[src/uhs_consts.svh]
// Purpose: Offsets, field positions, reset values and timing counts of the USB host state block.
// Assumes: 25 MHz mclk; register indices are word indices on APB (byte address = index * 4).
// Notes:   Definitions only; included by the main module.
`ifndef UHS_CONSTS_SVH
`define UHS_CONSTS_SVH

// Clock period in nanoseconds
`define UHS_CLK_NS 40

// Register word indices
`define UHS_IDX_CONTROL 6'h01
`define UHS_IDX_CMD_STATUS 6'h02
`define UHS_IDX_INT_FLAGS 6'h03
`define UHS_IDX_INT_MASK 6'h04

// Control register field
`define UHS_FSTATE_LSB 6
`define UHS_FSTATE_MSB 7

// Command and status fields
`define UHS_SRST_BIT 0
`define UHS_OVR_CNT_LSB 16
`define UHS_OVR_CNT_MSB 17

// Interrupt flag positions, same layout in the mask register
`define UHS_INT_OVERRUN 0
`define UHS_INT_FRAME_START 2
`define UHS_INT_RESUME 3
`define UHS_INT_USED 32'h0000_000D

// Reset values
`define UHS_RESET_WORD 32'h0000_0000
`define UHS_RESET_OVR_CNT 2'h0

// Delay from entering the running state to the first frame start, and frame period
`define UHS_SOF_DELAY_MS 1
`define UHS_SOF_DELAY_CYCLES (`UHS_SOF_DELAY_MS * 1000000 / `UHS_CLK_NS)

// Longest time a software reset may take, and the cycles actually spent
`define UHS_SRST_MAX_NS 10000
`define UHS_SRST_MAX_CYCLES (`UHS_SRST_MAX_NS / `UHS_CLK_NS)
`define UHS_SRST_CYCLES 8'h20

// Cycles the root hub reset is held after hardware reset release
`define UHS_RH_RESET_CYCLES 4'h8

`endif

[src/uhs_pkg.sv]
// Purpose: Types shared by the USB host state block.
// Assumes: Constants live in uhs_consts.svh.
// Notes:   Functional state encodings are fixed by the field.
package uhs_pkg;

	// Functional state field encodings
	typedef enum logic [1:0] {
		bus_reset_state = 2'b00,
		resuming_state = 2'b01,
		running_state = 2'b10,
		suspended_state = 2'b11
	} uhs_fstate_type;

endpackage : uhs_pkg

[src/uhs_frame_if.sv]
// Purpose: Carrier between the state core and the frame timer.
// Assumes: Both ends on mclk.
// Notes:   run enables frame counting, sof pulses one cycle per frame start.
`timescale 1ns/10ps
interface uhs_frame_if;
	logic run;
	logic sof;

	modport core (output run, input sof);
	modport timer (input run, output sof);
endinterface : uhs_frame_if

[src/uhs_frame_timer.sv]
// Purpose: Frame timer; first frame start one frame period after run rises, then every period.
// Assumes: run is a registered level on mclk.
// Notes:   Counter restarts whenever run falls, so each entry waits the full delay.
`timescale 1ns/10ps
module uhs_frame_timer
	import uhs_pkg::*;
#(
	parameter int unsigned FRAME_CYCLES = 25000
) (
	input wire logic mclk,
	input wire logic nrst,
	uhs_frame_if.timer frame
);

	logic [15:0] count;

	// Frame counter, cleared outside the running state
	always_ff @(posedge mclk or negedge nrst) begin
		if (!nrst) begin
			count <= 16'h0000;
		end else if (!frame.run || count == 16'(FRAME_CYCLES - 1)) begin
			count <= 16'h0000;
		end else begin
			count <= count + 16'h0001;
		end
	end

	// Frame start pulse at the end of each full period
	always_ff @(posedge mclk or negedge nrst) begin
		if (!nrst) begin
			frame.sof <= 1'b0;
		end else begin
			frame.sof <= frame.run && count == 16'(FRAME_CYCLES - 1);
		end
	end

endmodule : uhs_frame_timer

[src/uhs_top.sv]
// Purpose: Functional state control and command/status registers of a USB host controller, APB slave.
// Assumes: Single 25 MHz clock mclk, asynchronous active-low nrst; resume_signal comes from a pin.
// Notes:   Registers are word indexed; byte address is index * 4. One wait state per access, more while a soft reset runs.
//
// What this block does
// First frame start 1 ms after entering running
// Hardware changes state only while suspended
// Suspended moves to resuming on downstream resume
// Any reset ends in bus reset state
// Hardware reset resets root hub, drives port reset
// Command/status writes are set-only
// Overrun increments count, sets overrun flag
// Count starts at zero, wraps after three
// Count increments even with flag set
// Software writes bit 0 to request reset
// Soft reset: suspended, registers cleared, bus stalled
// Request bit clears on completion, within 10 us
// Soft reset leaves root hub, ports alone
// Command/status at read and write code two
// State codes: reset, resume, running, suspended
// Frame start sets flag, emits token
// Software clears flags by writing ones
// Count and reserved bits ignore writes, read zero
`timescale 1ns/10ps
`include "uhs_consts.svh"
module uhs_top
	import uhs_pkg::*;
#(
	parameter int unsigned FRAME_CYCLES = `UHS_SOF_DELAY_CYCLES
) (
	input wire logic mclk,
	input wire logic nrst,
	input wire logic psel,
	input wire logic penable,
	input wire logic pwrite,
	input wire logic [7:0] paddr,
	input wire logic [31:0] pwdata,
	output logic [31:0] prdata,
	output logic pready,
	output logic pslverr,
	input wire logic resume_signal,
	input wire logic periodic_overrun,
	output logic sof_token,
	output logic [1:0] functional_state_field,
	output logic root_hub_reset,
	output logic port_reset_drive,
	output logic irq
);

	uhs_frame_if frame ();

	uhs_fstate_type fstate;
	uhs_fstate_type next_fstate;
	logic soft_reset_request;
	logic [7:0] srst_count;
	logic srst_done;
	logic [1:0] overrun_count;
	logic [31:0] int_flags;
	logic [31:0] int_mask;
	logic [31:0] next_prdata;
	logic next_pslverr;
	logic access_done;
	logic wr_done;
	logic rd_done;
	logic [5:0] word_idx;
	logic hit_control;
	logic hit_cmd;
	logic hit_flags;
	logic hit_mask;
	logic hit_any;
	logic resume_sync1;
	logic resume_sync2;
	logic resume_sync3;
	logic resume_level;
	logic resume_level_d;
	logic resume_rise;
	logic [31:0] flag_set;
	logic [31:0] flag_clear;
	logic [3:0] rh_count;
	logic hw_reset_origin;

	// Frame timer; counts only while running
	uhs_frame_timer #(
		.FRAME_CYCLES(FRAME_CYCLES)
	) u_frame_timer (
		.mclk(mclk),
		.nrst(nrst),
		.frame(frame)
	);

	assign frame.run = (fstate == running_state);

	// Address decode on the word index
	assign word_idx = paddr[7:2];
	assign hit_control = (word_idx == `UHS_IDX_CONTROL);
	assign hit_cmd = (word_idx == `UHS_IDX_CMD_STATUS);
	assign hit_flags = (word_idx == `UHS_IDX_INT_FLAGS);
	assign hit_mask = (word_idx == `UHS_IDX_INT_MASK);
	assign hit_any = hit_control || hit_cmd || hit_flags || hit_mask;

	// The completing edge of an APB access; effects happen here only
	assign access_done = psel && penable && pready;
	assign wr_done = access_done && pwrite;
	assign rd_done = access_done && !pwrite;

	// APB ready: one wait state, held off while a soft reset runs
	always_ff @(posedge mclk or negedge nrst) begin
		if (!nrst) begin
			pready <= 1'b0;
		end else begin
			pready <= psel && penable && !pready && !soft_reset_request;
		end
	end

	// Read data and error chosen while the access waits
	// Reserved bits read zero; the overrun count has no write path
	always_comb begin
		next_prdata = `UHS_RESET_WORD;
		next_pslverr = 1'b0;
		if (pwrite) begin
			next_prdata = `UHS_RESET_WORD;
			next_pslverr = !hit_any;
		end else if (hit_control) begin
			next_prdata[`UHS_FSTATE_MSB:`UHS_FSTATE_LSB] = fstate;
		end else if (hit_cmd) begin
			next_prdata[`UHS_OVR_CNT_MSB:`UHS_OVR_CNT_LSB] = overrun_count;
			next_prdata[`UHS_SRST_BIT] = soft_reset_request;
		end else if (hit_flags) begin
			next_prdata = int_flags;
		end else if (hit_mask) begin
			next_prdata = int_mask;
		end else begin
			next_pslverr = 1'b1;
		end
	end

	// Registered read data and error, loaded with ready
	always_ff @(posedge mclk or negedge nrst) begin
		if (!nrst) begin
			prdata <= `UHS_RESET_WORD;
			pslverr <= 1'b0;
		end else if (psel && penable && !pready && !soft_reset_request) begin
			prdata <= next_prdata;
			pslverr <= next_pslverr;
		end else if (access_done) begin
			prdata <= `UHS_RESET_WORD;
			pslverr <= 1'b0;
		end
	end

	// Resume pin synchroniser; first stage feeds only the second
	always_ff @(posedge mclk or negedge nrst) begin
		if (!nrst) begin
			resume_sync1 <= 1'b0;
			resume_sync2 <= 1'b0;
			resume_sync3 <= 1'b0;
		end else begin
			resume_sync1 <= resume_signal;
			resume_sync2 <= resume_sync1;
			resume_sync3 <= resume_sync2;
		end
	end

	// Accept a change once the second and third stages agree
	always_ff @(posedge mclk or negedge nrst) begin
		if (!nrst) begin
			resume_level <= 1'b0;
			resume_level_d <= 1'b0;
		end else begin
			if (resume_sync2 == resume_sync3) begin
				resume_level <= resume_sync3;
			end
			resume_level_d <= resume_level;
		end
	end

	assign resume_rise = resume_level && !resume_level_d;

	// Soft reset request: set by a write of one, cleared by the core when done
	// A write of zero leaves it alone; bus accesses stall while it is set
	always_ff @(posedge mclk or negedge nrst) begin
		if (!nrst) begin
			soft_reset_request <= 1'b0;
			srst_count <= 8'h00;
		end else if (soft_reset_request) begin
			if (srst_done) begin
				soft_reset_request <= 1'b0;
				srst_count <= 8'h00;
			end else begin
				srst_count <= srst_count + 8'h01;
			end
		end else if (wr_done && hit_cmd && pwdata[`UHS_SRST_BIT]) begin
			soft_reset_request <= 1'b1;
		end
	end

	// Fixed duration, well inside the longest allowed reset time
	assign srst_done = (srst_count == `UHS_SRST_CYCLES - 8'h01);

	// Functional state next value
	always_comb begin
		next_fstate = fstate;
		case (fstate)
			suspended_state: begin
				if (resume_rise) begin
					next_fstate = resuming_state;
				end
			end
			default: begin
				next_fstate = fstate;
			end
		endcase
		// Software owns the field in every state
		if (wr_done && hit_control) begin
			next_fstate = uhs_fstate_type'(pwdata[`UHS_FSTATE_MSB:`UHS_FSTATE_LSB]);
		end
		// Soft reset parks in suspended, then lands in bus reset
		if (soft_reset_request) begin
			next_fstate = srst_done ? bus_reset_state : suspended_state;
		end
	end

	// Functional state register; hardware reset enters bus reset
	always_ff @(posedge mclk or negedge nrst) begin
		if (!nrst) begin
			fstate <= bus_reset_state;
		end else begin
			fstate <= next_fstate;
		end
	end

	// Overrun count: zero after reset, wraps, ignores writes and flag state
	always_ff @(posedge mclk or negedge nrst) begin
		if (!nrst) begin
			overrun_count <= `UHS_RESET_OVR_CNT;
		end else if (soft_reset_request) begin
			overrun_count <= `UHS_RESET_OVR_CNT;
		end else if (periodic_overrun) begin
			overrun_count <= overrun_count + 2'h1;
		end
	end

	// Events and clears of the interrupt flags
	always_comb begin
		flag_set = `UHS_RESET_WORD;
		flag_set[`UHS_INT_OVERRUN] = periodic_overrun;
		flag_set[`UHS_INT_FRAME_START] = frame.sof && frame.run;
		flag_set[`UHS_INT_RESUME] = resume_rise;
		flag_clear = `UHS_RESET_WORD;
		// A read clears only what it reported; an event that lands on the
		// capture edge would otherwise be lost before software sees it
		if (rd_done && hit_flags) begin
			flag_clear = prdata & `UHS_INT_USED;
		end else if (wr_done && hit_flags) begin
			flag_clear = pwdata & `UHS_INT_USED;
		end
	end

	// Sticky flags; a set in the clearing cycle survives
	always_ff @(posedge mclk or negedge nrst) begin
		if (!nrst) begin
			int_flags <= `UHS_RESET_WORD;
		end else if (soft_reset_request) begin
			int_flags <= `UHS_RESET_WORD;
		end else begin
			int_flags <= ((int_flags & ~flag_clear) | flag_set) & `UHS_INT_USED;
		end
	end

	// Mask register, plain read and write, unused bits stay zero
	always_ff @(posedge mclk or negedge nrst) begin
		if (!nrst) begin
			int_mask <= `UHS_RESET_WORD;
		end else if (soft_reset_request) begin
			int_mask <= `UHS_RESET_WORD;
		end else if (wr_done && hit_mask) begin
			int_mask <= pwdata & `UHS_INT_USED;
		end
	end

	// Level interrupt, one cycle behind the flags
	always_ff @(posedge mclk or negedge nrst) begin
		if (!nrst) begin
			irq <= 1'b0;
		end else begin
			irq <= |(int_flags & int_mask);
		end
	end

	// Frame start token toward the link
	// Dropped when running ends on the same edge, since no frame follows
	always_ff @(posedge mclk or negedge nrst) begin
		if (!nrst) begin
			sof_token <= 1'b0;
		end else begin
			sof_token <= frame.sof && frame.run;
		end
	end

	// State seen by the rest of the controller
	always_ff @(posedge mclk or negedge nrst) begin
		if (!nrst) begin
			functional_state_field <= bus_reset_state;
		end else begin
			functional_state_field <= next_fstate;
		end
	end

	// Root hub reset: held through hardware reset and briefly after
	// Nothing else restarts this counter, so a soft reset leaves it idle
	always_ff @(posedge mclk or negedge nrst) begin
		if (!nrst) begin
			rh_count <= 4'h0;
			root_hub_reset <= 1'b1;
		end else if (rh_count != `UHS_RH_RESET_CYCLES) begin
			rh_count <= rh_count + 4'h1;
			root_hub_reset <= 1'b1;
		end else begin
			root_hub_reset <= 1'b0;
		end
	end

	// Port reset signaling follows only a hardware reset
	// A soft reset drops the origin, so ports are never reset by it
	always_ff @(posedge mclk or negedge nrst) begin
		if (!nrst) begin
			hw_reset_origin <= 1'b1;
		end else if (soft_reset_request || next_fstate != bus_reset_state) begin
			hw_reset_origin <= 1'b0;
		end
	end

	// Drive port reset while the hardware-reset bus reset state lasts
	always_ff @(posedge mclk or negedge nrst) begin
		if (!nrst) begin
			port_reset_drive <= 1'b0;
		end else begin
			port_reset_drive <= hw_reset_origin && !soft_reset_request &&
				next_fstate == bus_reset_state;
		end
	end

endmodule : uhs_top

[config.mk]
export PLATFORM = sky130hd
export DESIGN_NAME = uhs_top
export DESIGN_NICKNAME = d
export VERILOG_FILES = /design/src/uhs_pkg.sv /design/src/uhs_frame_if.sv /design/src/uhs_frame_timer.sv /design/src/uhs_top.sv
export VERILOG_INCLUDE_DIRS = /design/src /design/src/src
export SDC_FILE = /design/constraint.sdc
export NUM_CORES = 1
export LEC_CHECK = 0
export BUFFER_PORTS_ARGS = -buffer_cell sky130_fd_sc_hd__buf_2
export CORE_UTILIZATION = 46
export DETAILED_ROUTE_END_ITERATION = 8
export PLACE_DENSITY = 0.73
export SETUP_SLACK_MARGIN = 0.3
export SLEW_MARGIN = 20
export SYNTH_ARGS = -nofsm -noshare
export SYNTH_HDL_FRONTEND = slang
export SYNTH_SLANG_ARGS = --single-unit
[constraint.sdc]
create_clock -name mclk -period 1.67 [get_ports mclk]
set_clock_uncertainty 0.15 [all_clocks]
set_input_delay 0.334 -clock mclk [delete_from_list [all_inputs] [get_ports mclk]]
set_output_delay 0.334 -clock mclk [all_outputs]
set_load 0.05 [all_outputs]
==> impl_metrics.json, run 1 <==
{
  "status": "complete, but fails checks",
  "violations": "setup timing",
  "regArea_sq_um": 1480,
  "irDropWorstVdd_mv": 0.580,
  "cts_sinks": 59,
  "pre_cts_ws_ns": 0.0338,
  "core_sq_um": 5920,
  "cts_tree": "yes",
  "final_antenna_net_count": 0,
  "period_share": 1.01,
  "synthFlopType": "dfrtp_1",
  "dp_hpwl_mm": 3.90,
  "dieArea_sq_um": 6480,
  "portBuffers": 32,
  "arrival_ns": 1.76,
  "leakage_nw": 1.74,
  "final-setup-viol-count": 14,
  "root_buffer": "clkbuf_8",
  "synth_seq_area_share": 0.522,
  "multi_input_comb_area_sq_um": 1350,
  "pin_count": 87,
  "finalNetCount": 396,
  "postLayoutCellArea_sq_um": 3770,
  "start_kind": "flop",
  "area_growth_pct": 33.0,
  "std_cell_rows": 28,
  "dpl.cell_count": 386,
  "finalPower_mw": 3.16,
  "track_usage": 0.208,
  "rsz0062_at_grt": "yes",
  "period_needed_ns": 1.69,
  "finalHoldViolCount": 0,
  "fmax_ghz": 0.593,
  "synth_warnings": 0,
  "hold_path_class": "in2reg",
  "synth-seq-cells": 59,
  "wl_mm": 6.09,
  "fin_ws_ns": -0.0162,
  "first_pass_iters": 4,
  "htree_levels": 3,
  "critPathCaptureType": "flop",
  "fill_cells": 448,
  "vias_per_cell": 5.24,
  "cts_max_path_buffers": 2,
  "worstPathMaxFanout": 8,
  "antenna_found_initial": 0,
  "drv_cap": 0,
  "gp_congestion": 0.805,
  "synthesis.area_sq_um": 2830,
  "cp.required_ns": 1.75,
  "die_x_um": 80.5,
  "async_reset_ff_frac": 1.00,
  "fin_cells": 425,
  "pwr_density_cell_nw_per_um2": 839,
  "grt_max_degree": 60,
  "vias": 2225,
  "first_iter_violations": 100,
  "grt_pass1_wl_mm": 10.1,
  "overflow": 0,
  "cts_buffers": 9,
  "clock_latency_ns": 0.34,
  "synth_cell_types": 46,
  "route.detailed.drc": 0,
  "slew_viol_final": 0,
  "grt_pass1_vias": 2268,
  "worstSetupPathType": "reg2reg",
  "drive_above_1_share": 0.369,
  "synth_edf_count": 0,
  "n_antenna_cell": 0,
  "dpl-instance-area_sq_um": 3170,
  "initial_utilization": 0.478,
  "routedWlPerCell_um": 14.3,
  "syn_avg_cell_area_sq_um": 10.7,
  "dieHeight_um": 80.5,
  "synthCells": 265,
  "clkTransAtPathRegs_ns": 0.07,
  "holdWs_ns": 0.113
}
## area by class of cell
type,count,area share
multi-input combinational,192,0.358
clock inverter,5,0.0139
inverter,9,0.00896
timing repair buffer,74,0.164
tap,75,0.0249
clock buffer,11,0.0375
sequential,59,0.393
## cell families after synthesis
kind of cell,Yosys count,share of synthesized area
and+or+nand+nor,95,0.177
DFF,59,0.522
buffers and inverters,38,0.0866
AOI/OAI and AO/OA,35,0.0892
xor gates and xnor gates,25,0.0773
muxes,7,0.0252
adders and majority gates,5,0.0212
other,1,0.00132
## routing by layer
metal  up-vias  part of all wire  GRT usage
li1       1041                 -          -
met1      1109              0.44      0.239
met2        66              0.50      0.358
met3         9             0.043     0.0580
met4         0             0.014     0.0893
met5         -                 0          0
## what timing repair did
item | CTS | global route
hold endpoints to repair | 58 | 0
setup buffers | 19 | 2
pin swaps | 20 | 7
setup endpoints to repair | 51 | 54
hold buffers | 2 | 0
gates resized for setup | 43 | 20
## worst max-delay path: stages, from the launching register on
cell and delay [ns]:
dfrtp_1 0.39, nor4_2 0.30, nand4_1 0.23, o31ai_4 0.28
buf_6 0.17, nor2_1 0.06
## registers in the layout, summed over array words and instances (netlist names), 2 cells and up
register                flops
functional_state_field      2
int_mask                    3
u_frame_timer.count        16
int_flags                   3
srst_count                  8
prdata                      7
overrun_count               2
rh_count                    4
## Yosys cell counts (5+ instances only)
| master | number | area [sq um] |
|---|---|---|
| inv_1 | 9 | 33.8 |
| dfrtp_1 | 57 | 1430 |
| mux2i_1 | 6 | 60.1 |
| nand4_1 | 9 | 56.3 |
| nand3_1 | 12 | 60.1 |
| buf_4 | 25 | 188 |
| nor4_1 | 5 | 31.3 |
| a21oi_1 | 5 | 25.0 |
| nand2_1 | 14 | 52.6 |
| o21ai_0 | 12 | 60.1 |
| xnor2_1 | 15 | 131 |
| nor3_1 | 6 | 30.0 |
| nor2_1 | 29 | 109 |
| xor2_1 | 10 | 87.6 |
## final timing paths
check,end,cells past startpoint,slack (ns),startpoint
setup / recovery,u_frame_timer.count[15],5,-0.02,u_frame_timer.count[9]
hold / removal,int_flags[0],3,0.11,periodic_overrun
setup reg to reg,u_frame_timer.count[15],5,-0.02,u_frame_timer.count[9]
hold reg to reg,resume_sync2,0,0.20,resume_sync1
max in group asynchronous,hw_reset_origin,3,0.70,nrst
min in group asynchronous,rh_count[3],3,0.38,nrst
## power breakdown
part / total, mW / internal (mW) / leakage [nW] / switching (mW)
Combinational: 0.367 / 0.107 / 0.864 / 0.259
Clock: 1.29 / 0.722 / 0.0991 / 0.565
Sequential: 1.51 / 1.47 / 0.777 / 0.0331
Total: 3.16 / 2.30 / 1.74 / 0.857
## layout by cell type (no fill, tap or decap), drive strengths merged, types with 6 or more instances in the layout
master and count:
buf 72, dfrtp 57, nor2 29, conb 25
xnor2 15, nand2 14, nand3 12, o21ai 12
clkbuf 11, xor2 10, nand4 9, inv 9
mux2i 6, nor3 6
## per-stage QoR
step                      utilization  setup TNS, ns
after detailed placement        0.535              0
final                           0.637        -0.0821
after floorplan                     -              0
after global placement          0.535              0
after CTS                       0.621              0
after global routing            0.637         -0.964
(Power assumes the default switching activity.)
==> inputs of run 2 (changes only) <==
--- a/config.mk
+++ b/config.mk
@@ -10,7 +10,7 @@
 export CORE_UTILIZATION = 46
 export DETAILED_ROUTE_END_ITERATION = 8
 export PLACE_DENSITY = 0.73
-export SETUP_SLACK_MARGIN = 0.3
+export SETUP_SLACK_MARGIN = 0.05
 export SLEW_MARGIN = 20
 export SYNTH_ARGS = -nofsm -noshare
 export SYNTH_HDL_FRONTEND = slang
==> constraint.sdc (replaced) <==
create_clock -name mclk -period 1.67 [get_ports mclk]
set_clock_uncertainty 0.15 [all_clocks]
set_input_delay 0.334 -clock mclk [delete_from_list [all_inputs] [get_ports mclk]]
set_output_delay 0.334 -clock mclk [all_outputs]
set_load 0.1 [all_outputs]
==> run 2 against run 1 <==
The flow still finishes with violations (setup timing). Non-clock buffer count is 17 lower. Combinational power is 33% higher. Wire length is 9.7% lower. Sequential power hardly changed. Cell count is 4.2% lower. Via count is 3.9% lower. Die area stayed put. Clock power is 16% lower. Power is 2.2% lower. Critical path type unchanged. Largest cell class unchanged. Largest power group unchanged.
==> impl_metrics.json, run 2 (synthesis gave the netlist of run 1 again) <==
{
  "pwr-share-clk": 0.353,
  "pwr_density_cell_nw_per_um2": 892,
  "fin_ws_ns": -0.0353,
  "final_common_cell": "dfrtp_1",
  "leakage_nw": 1.62,
  "fin_cells": 407,
  "seqPwrFrac": 0.489,
  "portBuffers": 32,
  "top_regs": "u_frame_timer.count: 16 flops, srst_count: 8 flops, prdata: 7 flops",
  "vias_per_cell": 5.26,
  "status": "complete, but fails checks",
  "period_share": 1.02,
  "area_growth_pct": 22.3,
  "utilization": 0.585,
  "antenna_found_initial": 0,
  "hold_path_class": "in2reg",
  "mostFrequentLayoutCells": "54 x dfrtp_1, 28 x buf_4, 25 x conb_1",
  "dieArea_sq_um": 6480,
  "largest_reg_flops": 16,
  "rsz0062_at_grt": "yes",
  "holdWs_ns": 0.122,
  "clock_latency_ns": 0.33,
  "n_antenna_cell": 0,
  "root_buffer": "clkbuf_8",
  "worstSetupPathType": "reg2reg",
  "overflow": 0,
  "finalNetCount": 379,
  "wl_mm": 5.50,
  "irDropWorstVdd_mv": 0.482,
  "worst_path_largest_cell_delay_ns": 0.51,
  "pin_count": 87,
  "switching_share": 0.312,
  "start_kind": "flop",
  "grt_max_degree": 60,
  "first_pass_iters": 4,
  "std_cell_rows": 28,
  "grt_pass1_wl_mm": 9.36,
  "intPower_mw": 2.13,
  "grt_pass1_vias": 2160,
  "final-setup-viol-count": 5,
  "crit_slowest_cell": "or4_4",
  "dp_hpwl_mm": 3.95,
  "first_iter_violations": 138,
  "cts_buffers": 9,
  "cp.required_ns": 1.78,
  "critPathCaptureType": "flop",
  "finalHoldViolCount": 0,
  "arrival_ns": 1.82,
  "violations": "setup timing",
  "dieHeight_um": 80.5,
  "fill_cells": 493,
  "vias": 2139,
  "worstPathMaxFanout": 5,
  "core_sq_um": 5920,
  "route.detailed.drc": 0,
  "period_needed_ns": 1.71,
  "final_antenna_net_count": 0,
  "clkTransAtPathRegs_ns": 0.06,
  "fin_tns_setup_ns": -0.0429,
  "fmax_ghz": 0.586,
  "switchingPower_mw": 0.965,
  "drv_cap": 0,
  "slew_viol_final": 0,
  "initial_utilization": 0.478,
  "pre_cts_ws_ns": -0.0593,
  "die_x_um": 80.5,
  "cts_max_path_buffers": 2,
  "htree_levels": 3,
  "gp_congestion": 0.817,
  "dpl.cell_count": 386,
  "drive_above_1_share": 0.283,
  "crit_chain": "buf_6, and3_4, nand2_1, or4_4, a21oi_2",
  "cts_tree": "yes",
  "regMostFlops": "u_frame_timer.count",
  "routedWlPerCell_um": 13.5,
  "comb_power_share": 0.158,
  "cts_sinks": 59,
  "track_usage": 0.192
}
run 2: cell types whose count changed in the layout (fill, tap and decap cells not counted), moves of 4 or more:
cell and delta:
buf_6 -15, nor3_2 -4, buf_4 -6, nor4_2 -4, nor3_1 +4
run 2: power by group through the flow:
stage | registers (mW) | clock network [mW] | logic (mW)
after global placement | 1.53 | 0 | 0.469
after floorplan | 1.58 | 0 | 0.373
after global routing | 1.51 | 1.20 | 0.515
final | 1.51 | 1.09 | 0.487
after detailed placement | 1.54 | 0 | 0.477
after CTS | 1.51 | 1.13 | 0.484
run 2: worst max-delay path: cells and delay by family (launching register included):
kind / cells / cell delay (ns)
buffers and inverters: 1 / 0.14
AOI/OAI and AO/OA: 1 / 0.12
and+or+nand+nor: 3 / 0.80
DFF: 1 / 0.42
run 2: worst paths after layout:
| path | startpoint | endpoint | slack (ns) | cells after the start |
|---|---|---|---|---|
| hold reg to reg | resume_sync1 | resume_sync2 | 0.20 | 0 |
| min in group asynchronous | nrst | u_frame_timer.count[5] | 0.38 | 3 |
| max in group asynchronous | nrst | hw_reset_origin | 0.68 | 3 |
| setup / recovery | u_frame_timer.count[3] | u_frame_timer.count[14] | -0.04 | 5 |
| hold / removal | periodic_overrun | int_flags[0] | 0.12 | 3 |
| setup reg to reg | u_frame_timer.count[3] | u_frame_timer.count[14] | -0.04 | 5 |
run 2: layer usage:
layer  track usage  share of wire  wire (um)
met5             0              0          0
met2         0.317           0.51       2800
met1         0.229           0.43       2350
met3        0.0500          0.050        273
met4         0.100          0.014         78
run 2: repair_timing:
action / CTS / global route
pin swaps: 1 / 3
setup endpoints to repair: 27 / 26
buffers inserted: 0 / 4
resized for setup: 15 / 11
hold buffers: 2 / 0
hold endpoints to repair: 58 / 0
run 2: layout make-up:
cell class,instances,area [sq um],area share
Clock buffer,10,138,0.0397
Multi-Input combinational cell,192,1270,0.366
Clock inverter,5,30.0,0.00867
Tap cell,75,93.8,0.0271
Inverter,9,33.8,0.00975
Sequential cell,59,1490,0.429
Timing Repair Buffer,57,415,0.120
run 2: stage by stage:
step	power (mW)	instance area, sq um
detailed placement	2.01	3160
global placement	2.00	3160
CTS	3.12	3390
floorplan	1.95	2950
global route	3.23	3460
finish	3.09	3460
==> inputs of run 3 (changes only) <==
--- a/config.mk
+++ b/config.mk
@@ -10,7 +10,7 @@
 export CORE_UTILIZATION = 46
 export DETAILED_ROUTE_END_ITERATION = 8
 export PLACE_DENSITY = 0.73
-export SETUP_SLACK_MARGIN = 0.05
+export SETUP_SLACK_MARGIN = 0.3
 export SLEW_MARGIN = 20
 export SYNTH_ARGS = -nofsm -noshare
 export SYNTH_HDL_FRONTEND = slang
==> run 3 against run 2 <==
The flow still finishes with violations (setup timing). Worst setup slack got worse by 0.017 ns. Via count rose by 3.6%. Non-clock buffer count rose by 15. Global-route usage up 2.3 points. Critical endpoint is now u_frame_timer.count[15]. Flip-flop and latch count unchanged. Highest routed layer unchanged. Wire length up 16%. Sequential share of layout area is 4.1 points lower. Largest power group unchanged. Maximum frequency fell by 0.97%. Sequential power is essentially flat. Core utilization is 6.8 points higher.
==> impl_metrics.json, run 3 (synthesis gave the netlist of run 1 again) <==
{
  "holdPathEnd": "int_mask[3]",
  "clock_latency_ns": 0.34,
  "worstSetupPathType": "reg2reg",
  "mostFrequentLayoutCells": "46 x dfrtp_1, 34 x buf_4, 26 x nor2_1",
  "route.detailed.drc": 0,
  "root_buffer": "clkbuf_8",
  "gp_congestion": 0.833,
  "area_growth_pct": 36.4,
  "vias": 2215,
  "wl_mm": 6.39,
  "seqPwrFrac": 0.458,
  "pin_count": 87,
  "std_cell_rows": 28,
  "cts_tree": "yes",
  "period_share": 1.03,
  "finalHoldViolCount": 0,
  "postLayoutCellArea_sq_um": 3860,
  "intPower_mw": 2.33,
  "first_iter_violations": 91,
  "cts_sinks": 59,
  "period_needed_ns": 1.72,
  "start_kind": "flop",
  "r2r-start": "u_frame_timer.count[3]",
  "worstPathMaxFanout": 16,
  "cts_max_path_buffers": 2,
  "dp_hpwl_mm": 4.00,
  "irDropWorstVdd_mv": 0.676,
  "portBuffers": 32,
  "critPathCaptureType": "flop",
  "vias_per_cell": 5.24,
  "switchingPower_mw": 0.980,
  "grt_pass1_wl_mm": 10.1,
  "grt_max_degree": 27,
  "pre_cts_ws_ns": -0.0287,
  "holdWs_ns": 0.0978,
  "violations": "setup timing",
  "hold_path_class": "in2reg",
  "initial_utilization": 0.478,
  "arrival_ns": 1.79,
  "track_usage": 0.215,
  "htree_levels": 3,
  "finalNetCount": 394,
  "rsz0062_at_grt": "yes",
  "overflow": 0,
  "antenna_found_initial": 0,
  "finalPower_mw": 3.31,
  "fill_cells": 464,
  "drive_above_1_share": 0.351,
  "grt_pass1_vias": 2203,
  "fin_ws_ns": -0.0520,
  "first_pass_iters": 4,
  "min_from": "pwdata[3]",
  "pwr_density_cell_nw_per_um2": 856,
  "die_x_um": 80.5,
  "r2r-end": "u_frame_timer.count[15]",
  "cts_buffers": 9,
  "dpl.cell_count": 383,
  "final-setup-viol-count": 16,
  "min_path_cells": 3,
  "dpl-instance-area_sq_um": 3190,
  "top_regs": "u_frame_timer.count: 16 flops, srst_count: 8 flops, prdata: 7 flops",
  "largest_reg_flops": 16,
  "n_antenna_cell": 0,
  "final_common_cell": "dfrtp_1",
  "core_sq_um": 5920,
  "reg2regPathDepth": 5,
  "dieHeight_um": 80.5,
  "regMostFlops": "u_frame_timer.count",
  "dieArea_sq_um": 6480,
  "fmax_ghz": 0.581,
  "status": "complete, but fails checks",
  "r2r_slack_ns": -0.05,
  "cp.required_ns": 1.74,
  "pwr-share-clk": 0.382,
  "slew_viol_final": 0,
  "switching_share": 0.296,
  "drv_cap": 0,
  "final_antenna_net_count": 0,
  "fin_cells": 423,
  "leakage_nw": 1.74,
  "comb_power_share": 0.160,
  "clkTransAtPathRegs_ns": 0.07,
  "routedWlPerCell_um": 15.1
}
## run 3: changes by cell type in the layout (fill, tap and decap cells not counted), sizes merged
cell / previous run / this run
bufinv: 0 / 1
buf: 52 / 70
clkinv: 3 / 1
clkinvlp: 2 / 0
clkbuf: 13 / 14
## run 3: area by class of cell
cell class,count,area [sq um],share of cell area
clock buffer,14,153,0.0395
clock inverter,2,35.0,0.00906
inverter,9,33.8,0.00874
multi-input combinational,192,1310,0.339
sequential,59,1500,0.388
tap,75,93.8,0.0243
timing repair buffer,72,741,0.192
## run 3: through the flow
stage               utilization  TNS (ns)
finish                    0.653    -0.622
global route              0.653    -0.965
CTS                       0.637    -0.294
detailed placement        0.539    -0.299
global placement          0.539         0
floorplan                     -   -0.0120
## run 3: what timing repair did
item	4_1_cts	5_1_grt
resized for setup	67	11
hold endpoints to repair	15	0
buffers inserted	15	7
pin swaps	13	15
hold buffers	2	0
cloned	0	0
endpoints found under the setup margin	51	55
## run 3: power by group through the flow
stage          registers, mW  logic [mW]  clock network (mW)
2_1_floorplan           1.58       0.374                   0
3_3_place_gp            1.53       0.479                   0
3_5_place_dp            1.54       0.485                   0
4_1_cts                 1.51       0.527                1.31
5_1_grt                 1.52       0.562                1.37
6_report                1.51       0.530                1.26
## run 3: worst max-delay path by stage
stage	start	to	slack, ns	depth (start not counted)
3_3_place_gp	u_frame_timer.count[3]	u_frame_timer.count[14]	0.003	5
3_5_place_dp	u_frame_timer.count[3]	u_frame_timer.count[14]	-0.03	5
2_1_floorplan	pready	port_reset_drive	-0.01	4
4_1_cts	u_frame_timer.count[3]	u_frame_timer.count[15]	-0.03	5
5_1_grt	u_frame_timer.count[3]	u_frame_timer.count[15]	-0.07	5
6_report	u_frame_timer.count[3]	u_frame_timer.count[15]	-0.05	5
## run 3: critical path: stages, from the launching register on
cell	delay [ns]
dfrtp_1	0.40
nor4_2	0.36
nand4_1	0.21
o31ai_4	0.25
buf_12	0.18
nor2_1	0.05
## run 3: metal layers
metal / routed length, um / track usage
met1: 2470 / 0.243
met5: 0 / 0
met3: 344 / 0.0818
met2: 3410 / 0.352
met4: 172 / 0.111
